==> src/logic/usb_ep_pkg.sv <==
package usb_ep_pkg;

  localparam int ADDR_W = 4;
  localparam int DATA_W = 16;

  // Register word addresses on the plain register port
  localparam logic [ADDR_W-1:0] EPR_ADDR = 4'h0;
  localparam logic [ADDR_W-1:0] CTRL_ADDR = 4'h4;

  // Endpoint control and status field positions
  localparam int RXDONE_BIT = 15;
  localparam int STAT_RX_LSB = 12;
  localparam int SETUP_BIT = 11;
  localparam int TYPE_LSB = 9;
  localparam int KIND_BIT = 8;
  localparam int TXDONE_BIT = 7;
  localparam int TRANSMIT_PID_TOGGLE_BIT = 6;
  localparam int STAT_TX_LSB = 4;
  localparam int EPNUM_LSB = 0;

  // Peripheral control register field positions
  localparam int CTRL_MASK_BIT = 0;
  localparam int CTRL_FRES_BIT = 1;

  localparam logic [DATA_W-1:0] EPR_RESET = 16'h0000;
  localparam logic [DATA_W-1:0] CTRL_RESET = 16'h0000;
  localparam logic [DATA_W-1:0] READ_ZERO = 16'h0000;

  typedef enum logic [1:0] {
    STAT_DISABLED = 2'h0,
    STAT_STALL = 2'h1,
    STAT_NAK = 2'h2,
    STAT_VALID = 2'h3
  } ep_stat_t;

  typedef enum logic [1:0] {
    XFER_BULK = 2'h0,
    XFER_CONTROL = 2'h1,
    XFER_ISO = 2'h2,
    XFER_INTERRUPT = 2'h3
  } xfer_kind_t;

  typedef enum logic [2:0] {EV_OUT, EV_SETUP, EV_IN, EV_IN_ACK, EV_IN_SENT} event_kind_t;

  typedef enum logic [2:0] {RESP_NONE, RESP_ACK, RESP_NAK, RESP_STALL, RESP_DATA} resp_t;

  typedef struct packed {
    logic valid;
    event_kind_t kind;
    logic [3:0] ep_num;
    logic data_good;
    logic data_nonempty;
  } link_event_t;

  typedef struct packed {
    logic valid;
    resp_t resp;
    logic data_pid;
  } reply_t;

endpackage

==> src/logic/ep_handshake.sv <==
module ep_handshake (
  input wire usb_ep_pkg::event_kind_t kind,
  input wire usb_ep_pkg::xfer_kind_t xfer,
  input wire usb_ep_pkg::ep_stat_t stat_rx,
  input wire usb_ep_pkg::ep_stat_t stat_tx,
  input wire logic status_out,
  input wire logic data_good,
  input wire logic data_nonempty,
  output usb_ep_pkg::resp_t resp,
  output logic rx_accept
);

  always_comb
  begin
    resp = usb_ep_pkg::RESP_NONE;
    rx_accept = 1'b0;
    case (kind)
      usb_ep_pkg::EV_SETUP:
      begin
        // SETUP is never refused by NAK or STALL; NAK means silence
        if (xfer == usb_ep_pkg::XFER_CONTROL && data_good)
        begin
          if (stat_rx == usb_ep_pkg::STAT_STALL || stat_rx == usb_ep_pkg::STAT_VALID)
          begin
            resp = usb_ep_pkg::RESP_ACK;
            rx_accept = 1'b1;
          end
        end
      end
      usb_ep_pkg::EV_OUT:
      begin
        case (stat_rx)
          usb_ep_pkg::STAT_STALL: resp = usb_ep_pkg::RESP_STALL;
          usb_ep_pkg::STAT_NAK: resp = usb_ep_pkg::RESP_NAK;
          usb_ep_pkg::STAT_VALID:
          begin
            if (!data_good)
              resp = usb_ep_pkg::RESP_NONE;
            else if (xfer == usb_ep_pkg::XFER_ISO)
              rx_accept = 1'b1;
            else if (xfer == usb_ep_pkg::XFER_CONTROL && status_out && data_nonempty)
              resp = usb_ep_pkg::RESP_STALL;
            else
            begin
              resp = usb_ep_pkg::RESP_ACK;
              rx_accept = 1'b1;
            end
          end
          default: resp = usb_ep_pkg::RESP_NONE;
        endcase
      end
      usb_ep_pkg::EV_IN:
      begin
        case (stat_tx)
          usb_ep_pkg::STAT_STALL: resp = usb_ep_pkg::RESP_STALL;
          usb_ep_pkg::STAT_NAK: resp = usb_ep_pkg::RESP_NAK;
          usb_ep_pkg::STAT_VALID: resp = usb_ep_pkg::RESP_DATA;
          default: resp = usb_ep_pkg::RESP_NONE;
        endcase
      end
      default:
      begin
        resp = usb_ep_pkg::RESP_NONE;
        rx_accept = 1'b0;
      end
    endcase
  end

endmodule

==> src/logic/usb_ep_ctrl.sv <==
// What this block does
// - Software write of one toggles a receive status bit; zero leaves it.
// - Good OUT or SETUP on non-iso endpoint forces receive status to NAK.
// - Iso endpoints: hardware never changes either status field after transactions.
// - Setup indicator shows last completed control transaction was SETUP; read-only.
// - Setup indicator frozen while receive done flag is set.
// - Type field: 00 bulk, 01 control, 10 iso, 11 interrupt.
// - Only control endpoints process SETUP; others ignore it.
// - Control endpoint with receive NAK gives no handshake to SETUP.
// - Control endpoint with receive STALL still accepts SETUP and flags it.
// - Kind bit: double buffer for bulk, status-out for control, else unused.
// - Status-out set: OUT with data gets STALL; clear: any OUT accepted.
// - Transmit done flag set on good IN; write zero clears, one keeps.
// - Transmit done raises endpoint interrupt; generic interrupt when mask set.
// - NAK, STALL or failed transactions never set transmit done.
// - Transmit toggle is next PID, inverted on host ACK, non-iso.
// - SETUP on control endpoint sets transmit toggle to one.
// - Iso sends DATA0; toggle inverts right after each sent packet.
// - Software write of one inverts transmit toggle; zero leaves it.
// - Transmit status toggled by software; good non-iso IN forces NAK.
// - Status codes: disabled silent, stall, nak, valid per direction.
// - Endpoint number matches incoming token endpoint numbers.
// - Receive done flag set when OUT or SETUP completes successfully.
// - Bus or forced reset clears fields but keeps both done flags.
//
// Our own choices: the placing of the registers and the plain strobed port.
module usb_ep_ctrl (
  input wire logic clock,
  input wire logic reset_n,
  input wire logic [usb_ep_pkg::ADDR_W-1:0] reg_addr,
  input wire logic [usb_ep_pkg::DATA_W-1:0] reg_wdata,
  input wire logic reg_write,
  input wire logic reg_read,
  output logic [usb_ep_pkg::DATA_W-1:0] reg_rdata,
  input wire logic bus_reset,
  input wire usb_ep_pkg::link_event_t link_event,
  output usb_ep_pkg::reply_t reply,
  output logic double_buffer_enable,
  output logic endpoint_irq,
  output logic generic_irq
);

  logic [1:0] rst_sync_reg;
  logic rst_n;

  logic receive_done_flag_reg;
  usb_ep_pkg::ep_stat_t stat_rx_reg;
  logic setup_seen_reg;
  usb_ep_pkg::xfer_kind_t endpoint_transfer_kind_reg;
  logic endpoint_type_modifier_reg;
  logic transmit_done_flag_reg;
  logic transmit_pid_toggle_reg;
  usb_ep_pkg::ep_stat_t stat_tx_reg;
  logic [3:0] endpoint_number_reg;
  logic transfer_done_irq_mask_reg;
  logic force_reset_reg;
  logic in_pending_reg;

  logic ep_write;
  logic ctrl_write;
  logic ep_hit;
  logic is_iso;
  logic is_ctrl;
  logic field_reset;
  usb_ep_pkg::resp_t resp;
  logic rx_accept;
  logic rx_done_set;
  logic setup_done;
  logic tx_done_set;
  logic [usb_ep_pkg::DATA_W-1:0] ep_word;

  always_ff @(posedge clock or negedge reset_n)
  begin
    if (!reset_n)
      rst_sync_reg <= 2'h0;
    else
      rst_sync_reg <= {rst_sync_reg[0], 1'b1};
  end
  assign rst_n = rst_sync_reg[1];

  assign ep_write = reg_write && reg_addr == usb_ep_pkg::EPR_ADDR;
  assign ctrl_write = reg_write && reg_addr == usb_ep_pkg::CTRL_ADDR;
  assign ep_hit = link_event.valid && link_event.ep_num == endpoint_number_reg;
  assign is_iso = endpoint_transfer_kind_reg == usb_ep_pkg::XFER_ISO;
  assign is_ctrl = endpoint_transfer_kind_reg == usb_ep_pkg::XFER_CONTROL;
  assign field_reset = bus_reset || force_reset_reg;

  ep_handshake handshake (
    .kind(link_event.kind),
    .xfer(endpoint_transfer_kind_reg),
    .stat_rx(stat_rx_reg),
    .stat_tx(stat_tx_reg),
    .status_out(endpoint_type_modifier_reg && is_ctrl),
    .data_good(link_event.data_good),
    .data_nonempty(link_event.data_nonempty),
    .resp(resp),
    .rx_accept(rx_accept)
  );

  // Completion events; an IN completes on host ACK, or on send for iso
  assign rx_done_set = ep_hit && rx_accept;
  assign setup_done = rx_done_set && link_event.kind == usb_ep_pkg::EV_SETUP;
  assign tx_done_set = in_pending_reg && link_event.valid && (
    (!is_iso && link_event.kind == usb_ep_pkg::EV_IN_ACK) ||
    (is_iso && link_event.kind == usb_ep_pkg::EV_IN_SENT));

  // Only a data answer arms the IN completion; NAK and STALL never do
  always_ff @(posedge clock or negedge rst_n)
  begin
    if (!rst_n)
      in_pending_reg <= 1'b0;
    else if (ep_hit && link_event.kind == usb_ep_pkg::EV_IN)
      in_pending_reg <= resp == usb_ep_pkg::RESP_DATA;
    // Any other token before the handshake cancels the pending IN
    else if (field_reset || link_event.valid)
      in_pending_reg <= 1'b0;
  end

  // Done flags: set wins over a software clear, reset leaves them alone
  always_ff @(posedge clock or negedge rst_n)
  begin
    if (!rst_n)
    begin
      receive_done_flag_reg <= 1'b0;
      transmit_done_flag_reg <= 1'b0;
    end
    else
    begin
      if (rx_done_set)
        receive_done_flag_reg <= 1'b1;
      else if (ep_write && !reg_wdata[usb_ep_pkg::RXDONE_BIT])
        receive_done_flag_reg <= 1'b0;
      if (tx_done_set)
        transmit_done_flag_reg <= 1'b1;
      else if (ep_write && !reg_wdata[usb_ep_pkg::TXDONE_BIT])
        transmit_done_flag_reg <= 1'b0;
    end
  end

  // Hardware forcing first, then the software toggle mask on top
  always_ff @(posedge clock or negedge rst_n)
  begin
    if (!rst_n)
    begin
      stat_rx_reg <= usb_ep_pkg::STAT_DISABLED;
      stat_tx_reg <= usb_ep_pkg::STAT_DISABLED;
    end
    else if (field_reset)
    begin
      stat_rx_reg <= usb_ep_pkg::STAT_DISABLED;
      stat_tx_reg <= usb_ep_pkg::STAT_DISABLED;
    end
    else
    begin
      stat_rx_reg <= usb_ep_pkg::ep_stat_t'(
        ((rx_done_set && !is_iso) ? usb_ep_pkg::STAT_NAK : stat_rx_reg) ^
        (ep_write ? reg_wdata[usb_ep_pkg::STAT_RX_LSB+:2] : 2'h0));
      stat_tx_reg <= usb_ep_pkg::ep_stat_t'(
        ((tx_done_set && !is_iso) ? usb_ep_pkg::STAT_NAK : stat_tx_reg) ^
        (ep_write ? reg_wdata[usb_ep_pkg::STAT_TX_LSB+:2] : 2'h0));
    end
  end

  // SETUP forces one; a host ACK or an iso send inverts
  always_ff @(posedge clock or negedge rst_n)
  begin
    if (!rst_n)
      transmit_pid_toggle_reg <= 1'b0;
    else if (field_reset)
      transmit_pid_toggle_reg <= 1'b0;
    else if (setup_done)
      transmit_pid_toggle_reg <= 1'b1 ^ (ep_write && reg_wdata[usb_ep_pkg::TRANSMIT_PID_TOGGLE_BIT]);
    else
      transmit_pid_toggle_reg <= (transmit_pid_toggle_reg ^ tx_done_set) ^
        (ep_write && reg_wdata[usb_ep_pkg::TRANSMIT_PID_TOGGLE_BIT]);
  end

  // Read-only; updates only on control endpoints with the receive flag clear
  always_ff @(posedge clock or negedge rst_n)
  begin
    if (!rst_n)
      setup_seen_reg <= 1'b0;
    else if (field_reset)
      setup_seen_reg <= 1'b0;
    else if (is_ctrl && !receive_done_flag_reg && (rx_done_set || tx_done_set))
      setup_seen_reg <= setup_done;
  end

  // Plain loaded fields
  always_ff @(posedge clock or negedge rst_n)
  begin
    if (!rst_n)
    begin
      endpoint_transfer_kind_reg <= usb_ep_pkg::XFER_BULK;
      endpoint_type_modifier_reg <= 1'b0;
      endpoint_number_reg <= 4'h0;
    end
    else if (field_reset)
    begin
      endpoint_transfer_kind_reg <= usb_ep_pkg::XFER_BULK;
      endpoint_type_modifier_reg <= 1'b0;
      endpoint_number_reg <= 4'h0;
    end
    else if (ep_write)
    begin
      endpoint_transfer_kind_reg <= usb_ep_pkg::xfer_kind_t'(reg_wdata[usb_ep_pkg::TYPE_LSB+:2]);
      endpoint_type_modifier_reg <= reg_wdata[usb_ep_pkg::KIND_BIT];
      endpoint_number_reg <= reg_wdata[usb_ep_pkg::EPNUM_LSB+:4];
    end
  end

  always_ff @(posedge clock or negedge rst_n)
  begin
    if (!rst_n)
    begin
      transfer_done_irq_mask_reg <= usb_ep_pkg::CTRL_RESET[usb_ep_pkg::CTRL_MASK_BIT];
      force_reset_reg <= usb_ep_pkg::CTRL_RESET[usb_ep_pkg::CTRL_FRES_BIT];
    end
    else if (ctrl_write)
    begin
      transfer_done_irq_mask_reg <= reg_wdata[usb_ep_pkg::CTRL_MASK_BIT];
      force_reset_reg <= reg_wdata[usb_ep_pkg::CTRL_FRES_BIT];
    end
  end

  always_comb
  begin
    ep_word = usb_ep_pkg::READ_ZERO;
    ep_word[usb_ep_pkg::RXDONE_BIT] = receive_done_flag_reg;
    ep_word[usb_ep_pkg::STAT_RX_LSB+:2] = stat_rx_reg;
    ep_word[usb_ep_pkg::SETUP_BIT] = setup_seen_reg;
    ep_word[usb_ep_pkg::TYPE_LSB+:2] = endpoint_transfer_kind_reg;
    ep_word[usb_ep_pkg::KIND_BIT] = endpoint_type_modifier_reg;
    ep_word[usb_ep_pkg::TXDONE_BIT] = transmit_done_flag_reg;
    ep_word[usb_ep_pkg::TRANSMIT_PID_TOGGLE_BIT] = transmit_pid_toggle_reg;
    ep_word[usb_ep_pkg::STAT_TX_LSB+:2] = stat_tx_reg;
    ep_word[usb_ep_pkg::EPNUM_LSB+:4] = endpoint_number_reg;
  end

  // Read data stands for the one cycle after the strobe; unmapped reads give zero
  always_ff @(posedge clock or negedge rst_n)
  begin
    if (!rst_n)
      reg_rdata <= usb_ep_pkg::READ_ZERO;
    else if (reg_read && reg_addr == usb_ep_pkg::EPR_ADDR)
      reg_rdata <= ep_word;
    else if (reg_read && reg_addr == usb_ep_pkg::CTRL_ADDR)
    begin
      reg_rdata <= usb_ep_pkg::READ_ZERO;
      reg_rdata[usb_ep_pkg::CTRL_MASK_BIT] <= transfer_done_irq_mask_reg;
      reg_rdata[usb_ep_pkg::CTRL_FRES_BIT] <= force_reset_reg;
    end
    else
      reg_rdata <= usb_ep_pkg::READ_ZERO;
  end

  // Handshake answer one cycle after the token; iso data always DATA0
  always_ff @(posedge clock or negedge rst_n)
  begin
    if (!rst_n)
      reply <= '0;
    else
    begin
      reply.valid <= ep_hit && resp != usb_ep_pkg::RESP_NONE;
      reply.resp <= ep_hit ? resp : usb_ep_pkg::RESP_NONE;
      reply.data_pid <= transmit_pid_toggle_reg && !is_iso;
    end
  end

  always_ff @(posedge clock or negedge rst_n)
  begin
    if (!rst_n)
    begin
      endpoint_irq <= 1'b0;
      generic_irq <= 1'b0;
      double_buffer_enable <= 1'b0;
    end
    else
    begin
      endpoint_irq <= receive_done_flag_reg || transmit_done_flag_reg;
      generic_irq <= transfer_done_irq_mask_reg &&
        (receive_done_flag_reg || transmit_done_flag_reg);
      double_buffer_enable <= endpoint_type_modifier_reg &&
        endpoint_transfer_kind_reg == usb_ep_pkg::XFER_BULK;
    end
  end

  rx_toggle_a: assert property (@(posedge clock) disable iff (!rst_n)
    ep_write && !field_reset && !rx_done_set |=>
    stat_rx_reg == ($past(stat_rx_reg) ^ $past(reg_wdata[usb_ep_pkg::STAT_RX_LSB+:2])))
    else $error("receive status not toggled by write");

  rx_nak_a: assert property (@(posedge clock) disable iff (!rst_n)
    rx_done_set && !is_iso && !ep_write && !field_reset |=> stat_rx_reg == usb_ep_pkg::STAT_NAK)
    else $error("receive status not forced to NAK");

  iso_status_a: assert property (@(posedge clock) disable iff (!rst_n)
    is_iso && !ep_write && !field_reset |=> $stable(stat_rx_reg) && $stable(stat_tx_reg))
    else $error("iso status changed by hardware");

  setup_freeze_a: assert property (@(posedge clock) disable iff (!rst_n)
    receive_done_flag_reg && !field_reset |=> $stable(setup_seen_reg))
    else $error("setup indicator changed while frozen");

  setup_ignore_a: assert property (@(posedge clock) disable iff (!rst_n)
    ep_hit && link_event.kind == usb_ep_pkg::EV_SETUP && !is_ctrl |=> !reply.valid)
    else $error("non-control endpoint answered SETUP");

  setup_nak_a: assert property (@(posedge clock) disable iff (!rst_n)
    ep_hit && link_event.kind == usb_ep_pkg::EV_SETUP && stat_rx_reg == usb_ep_pkg::STAT_NAK
    |=> !reply.valid && !$rose(receive_done_flag_reg))
    else $error("SETUP answered under NAK");

  status_out_a: assert property (@(posedge clock) disable iff (!rst_n)
    ep_hit && link_event.kind == usb_ep_pkg::EV_OUT && is_ctrl && endpoint_type_modifier_reg &&
    stat_rx_reg == usb_ep_pkg::STAT_VALID && link_event.data_good && link_event.data_nonempty
    |=> reply.valid && reply.resp == usb_ep_pkg::RESP_STALL)
    else $error("status-out OUT with data not stalled");

  tx_done_irq_a: assert property (@(posedge clock) disable iff (!rst_n)
    transmit_done_flag_reg |=> endpoint_irq && (generic_irq == $past(transfer_done_irq_mask_reg)))
    else $error("transmit done interrupt missing");

  tx_ack_toggle_a: assert property (@(posedge clock) disable iff (!rst_n)
    tx_done_set && !is_iso && !ep_write && !field_reset && !setup_done
    |=> transmit_pid_toggle_reg != $past(transmit_pid_toggle_reg) && transmit_done_flag_reg)
    else $error("toggle not inverted on host ACK");

  setup_toggle_a: assert property (@(posedge clock) disable iff (!rst_n)
    setup_done && !ep_write && !field_reset |=> transmit_pid_toggle_reg)
    else $error("SETUP did not set transmit toggle");

  flag_keep_a: assert property (@(posedge clock) disable iff (!rst_n)
    field_reset && !ep_write |=>
    !$fell(receive_done_flag_reg) && !$fell(transmit_done_flag_reg))
    else $error("reset cleared a done flag");

  tx_nak_a: assert property (@(posedge clock) disable iff (!rst_n)
    tx_done_set && !is_iso && !ep_write && !field_reset |=> stat_tx_reg == usb_ep_pkg::STAT_NAK)
    else $error("transmit status not forced to NAK");

  tx_clear_a: assert property (@(posedge clock) disable iff (!rst_n)
    ep_write && !reg_wdata[usb_ep_pkg::TXDONE_BIT] && !tx_done_set |=> !transmit_done_flag_reg)
    else $error("transmit done flag not cleared by write of zero");

  silent_disabled_a: assert property (@(posedge clock) disable iff (!rst_n)
    ep_hit && link_event.kind == usb_ep_pkg::EV_OUT && stat_rx_reg == usb_ep_pkg::STAT_DISABLED
    |=> !reply.valid)
    else $error("disabled endpoint answered OUT");

endmodule

==> config.mk <==
export PLATFORM = sky130hd
export DESIGN_NAME = usb_ep_ctrl
export DESIGN_NICKNAME = d
export VERILOG_FILES = /design/src/logic/usb_ep_pkg.sv /design/src/logic/ep_handshake.sv /design/src/logic/usb_ep_ctrl.sv
export SDC_FILE = /design/constraint.sdc
export NUM_CORES = 1
export LEC_CHECK = 0
export ABC_AREA = 1
export ABC_CLOCK_PERIOD_IN_PS = 1300
export BUFFER_PORTS_ARGS = -buffer_cell sky130_fd_sc_hd__buf_2
export CORE_ASPECT_RATIO = 0.9
export CORE_MARGIN = 1.5
export CORE_UTILIZATION = 40
export DETAILED_ROUTE_END_ITERATION = 16
export PLACE_DENSITY = 0.69
export SYNTH_ARGS = -nofsm -noshare
export SYNTH_HDL_FRONTEND = slang
export SYNTH_SLANG_ARGS = --single-unit
==> constraint.sdc <==
create_clock -name clock -period 1.3 [get_ports clock]
set_clock_uncertainty 0.05 [all_clocks]
set_input_delay 0.26 -clock clock [delete_from_list [all_inputs] [get_ports clock]]
set_output_delay 0.26 -clock clock [all_outputs]
set_load 0.02 [all_outputs]
==> impl_metrics.py <==
metrics = {
    "logic_synthesis": {
        "synthFlopType": "dfrtp_1",
        "synth_edf_count": 0,
        "yosysUniqueCellTypes": 26,
        "syn_avg_cell_area_sq_um": 8.59,
        "async_flop_share_pct": 100,
        "synth_seq_cells": 43,
        "syn_nets": 261,
        "synth_cells": 224,
        "synth.yosys.seq_area_share_pct": 56.0,
        "ys_warn_count": 0,
        "netlist_area_sq_mm": 0.00192,
    },
    "cells_and_area": {
        "layout_commonest_cell": "buf_2",
        "antenna_cells": 0,
        "largest_reg_flops": 15,
        "final_cell_mix": "buf_2 (55), dfrtp_1 (42), nand2_1 (33)",
        "final_cell_count_no_fill": 379,
        "n_fill_cell": 416,
        "area_growth_pct": 41.0,
        "final_nets": 353,
        "drive_gt1_share_pct": 41.6,
    },
    "hold_path": {
        "hold_path_class": "in -> reg",
    },
    "placement": {
        "pre_cts_slack_ns": -0.0993,
        "port_buffers": 55,
        "gp_congestion": 0.831,
        "dp_hpwl_mm": 3.32,
        "placed_cells": 364,
    },
    "status": {
        "violations": "negative setup slack",
        "status": "finished, violations left",
    },
    "global_routing": {
        "grt_first_pass_wirelength_mm": 7.12,
        "grt.overflow.total": 0,
        "grt_use_met3_pct": 3.95,
        "grt_pass1_vias": 1633,
        "grt_use_met1_pct": 21.3,
        "busiest_layer": "met2",
        "grt_max_degree": 42,
        "antenna_found_initial": 0,
        "grt_use_total_pct": 18.0,
        "use_met2_pct": 32.5,
    },
    "route": {
        "drt-total-wl_mm": 4.56,
        "first_pass_iters": 4,
        "vias_per_cell": 4.68,
        "routedWlPerCell_microns": 12.0,
        "antenna_left": 0,
        "route.vias.total": 1774,
        "drc": 0,
        "drt_iter0_drc": 86,
    },
    "clock_network": {
        "insertion_delay_ns": 0.30,
        "numCtsBuffers": 5,
        "path_clk_slew_ns": 0.08,
        "h-tree-depth": 2,
        "root_buffer": "clkbuf_8",
        "cts.sinks": 43,
        "clockBufferDepth": 2,
        "cts_tree": "yes",
    },
    "timing": {
        "period_needed_ns": 1.40,
        "slew_viol_final": 0,
        "fin_ws_ns": -0.101,
        "rsz0062_at_grt": "true",
        "finalSetupViolCount": 12,
        "min_period_over_period_pct": 108,
        "fmax_mhz": 714,
        "hold_violations": 0,
    },
    "run": {
        "cap_violations": 0,
    },
    "setup_path": {
        "crit_type": "reg -> reg",
        "cp-end-kind": "flip-flop",
        "arrival_ns": 1.59,
        "crit_family": "simple AND/OR/NAND/NOR gates",
        "crit_slowest_cell": "dfrtp_1",
        "crit_buf_inv": 3,
        "critPathMaxFanout": 5,
        "cp-start-kind": "flip-flop",
        "worstPathCellList": "inv_2 > a21oi_2 > nand3_2 > nor2_4 > buf_4 > buf_6 > nand2_1 > nand3_1",
        "cp_data_required_time_ns": 1.49,
        "slowest_delay_ns": 0.35,
    },
    "die": {
        "die_area_sq_mm": 0.00523,
        "die_w_microns": 76.1,
        "start_util_pct": 42.3,
        "die_h_microns": 68.8,
        "core_area_sq_mm": 0.00455,
        "rows": 23,
        "num_io_pins": 59,
    },
    "power": {
        "p_leak_uw": 0.00147,
        "power_density_mw_per_mm2": 905,
        "max-vdd-ir-drop_mv": 0.544,
    },
}
-- logic make-up after synthesis --
logic type      after synthesis  share of synthesized area, %
other cells                   2                         0.391
simple gates                108                          26.0
fa+ha+maj                     2                          1.30
flops                        43                          56.0
compound gates               27                          7.81
buf+inv                      42                          8.59
-- layer usage --
layer  up-vias  wire [microns]
li1        890               -
met4         0              55
met2        54            2300
met3         5             236
met5         -               0
met1       825            1970
-- cells in the mapped netlist (2+ instances only) --
cell type,count,area share [%]
dfrtp_1,43,56
nand2_1,40,7.8
inv_1,33,6.4
nor2_1,29,5.7
nand3_1,22,5.7
o21ai_0,11,2.9
a21oi_1,6,1.6
inv_2,5,0.98
nand4_1,5,1.6
o22ai_1,4,1.3
nand2_2,3,0.98
nor3_1,3,0.78
o21ai_1,3,0.78
buf_4,2,0.78
conb_1,2,0.39
ha_1,2,1.3
nand3_2,2,1.0
-- final timing paths --
kind | start | endpoint | slack, ns | cells past startpoint
worst max-delay path | endpoint_number_reg[0] | reply[4] | -0.10 | 8
worst min-delay path | reg_wdata[9] | endpoint_transfer_kind_reg[0] | 0.15 | 3
worst max register to register | endpoint_number_reg[0] | reply[4] | -0.10 | 8
worst min register to register | rst_sync_reg[1] | reg_rdata[8] | 0.19 | 1
max in group asynchronous | rst_sync_reg[1] | endpoint_number_reg[2] | 0.82 | 1
min in group asynchronous | rst_sync_reg[1] | reg_rdata[8] | 0.19 | 1
-- through the flow --
step                      power (uW)  hold WS [ns]  util (%)  area (sq um)  TNS (ns)
after detailed placement        1640     0.0000389      54.2          2470    -0.470
after floorplan                 1510       -0.0856         -          1920         0
final                           2450         0.149      59.6          2710    -0.861
after global placement          1630      -0.00305      54.2          2470    -0.213
after global routing            2560         0.151      59.6          2710     -2.33
after CTS                       2460         0.143      57.5          2610    -0.467
-- where the power goes --
| group | switching [uW] | total [uW] | internal (uW) |
|---|---|---|---|
| registers | 14.5 | 1370 | 1360 |
| clock network | 453 | 828 | 375 |
| logic | 150 | 252 | 103 |
-- layout make-up --
class	instances	area, sq um	area share, %
repair buffers	88	546	20.1
multi-input cells	139	777	28.7
clock inverters	2	12.5	0.461
well taps	62	77.6	2.86
inverters	39	149	5.49
clock buffers	6	72.6	2.68
flip-flops and latches	43	1080	39.7
-- timing repair --
action,CTS,global route
pin swaps,8,14
hold buffers,1,0
buffers inserted,4,2
setup endpoints to repair,9,12
gates resized for setup,8,21
endpoints found under the hold margin,2,0
-- tightest hold or removal path: stages --
cell	delay [ns]
buf_2	0.08
nand3_1	0.06
o21ai_0	0.06
No activity file was read; power rests on OpenSTA's default activity.
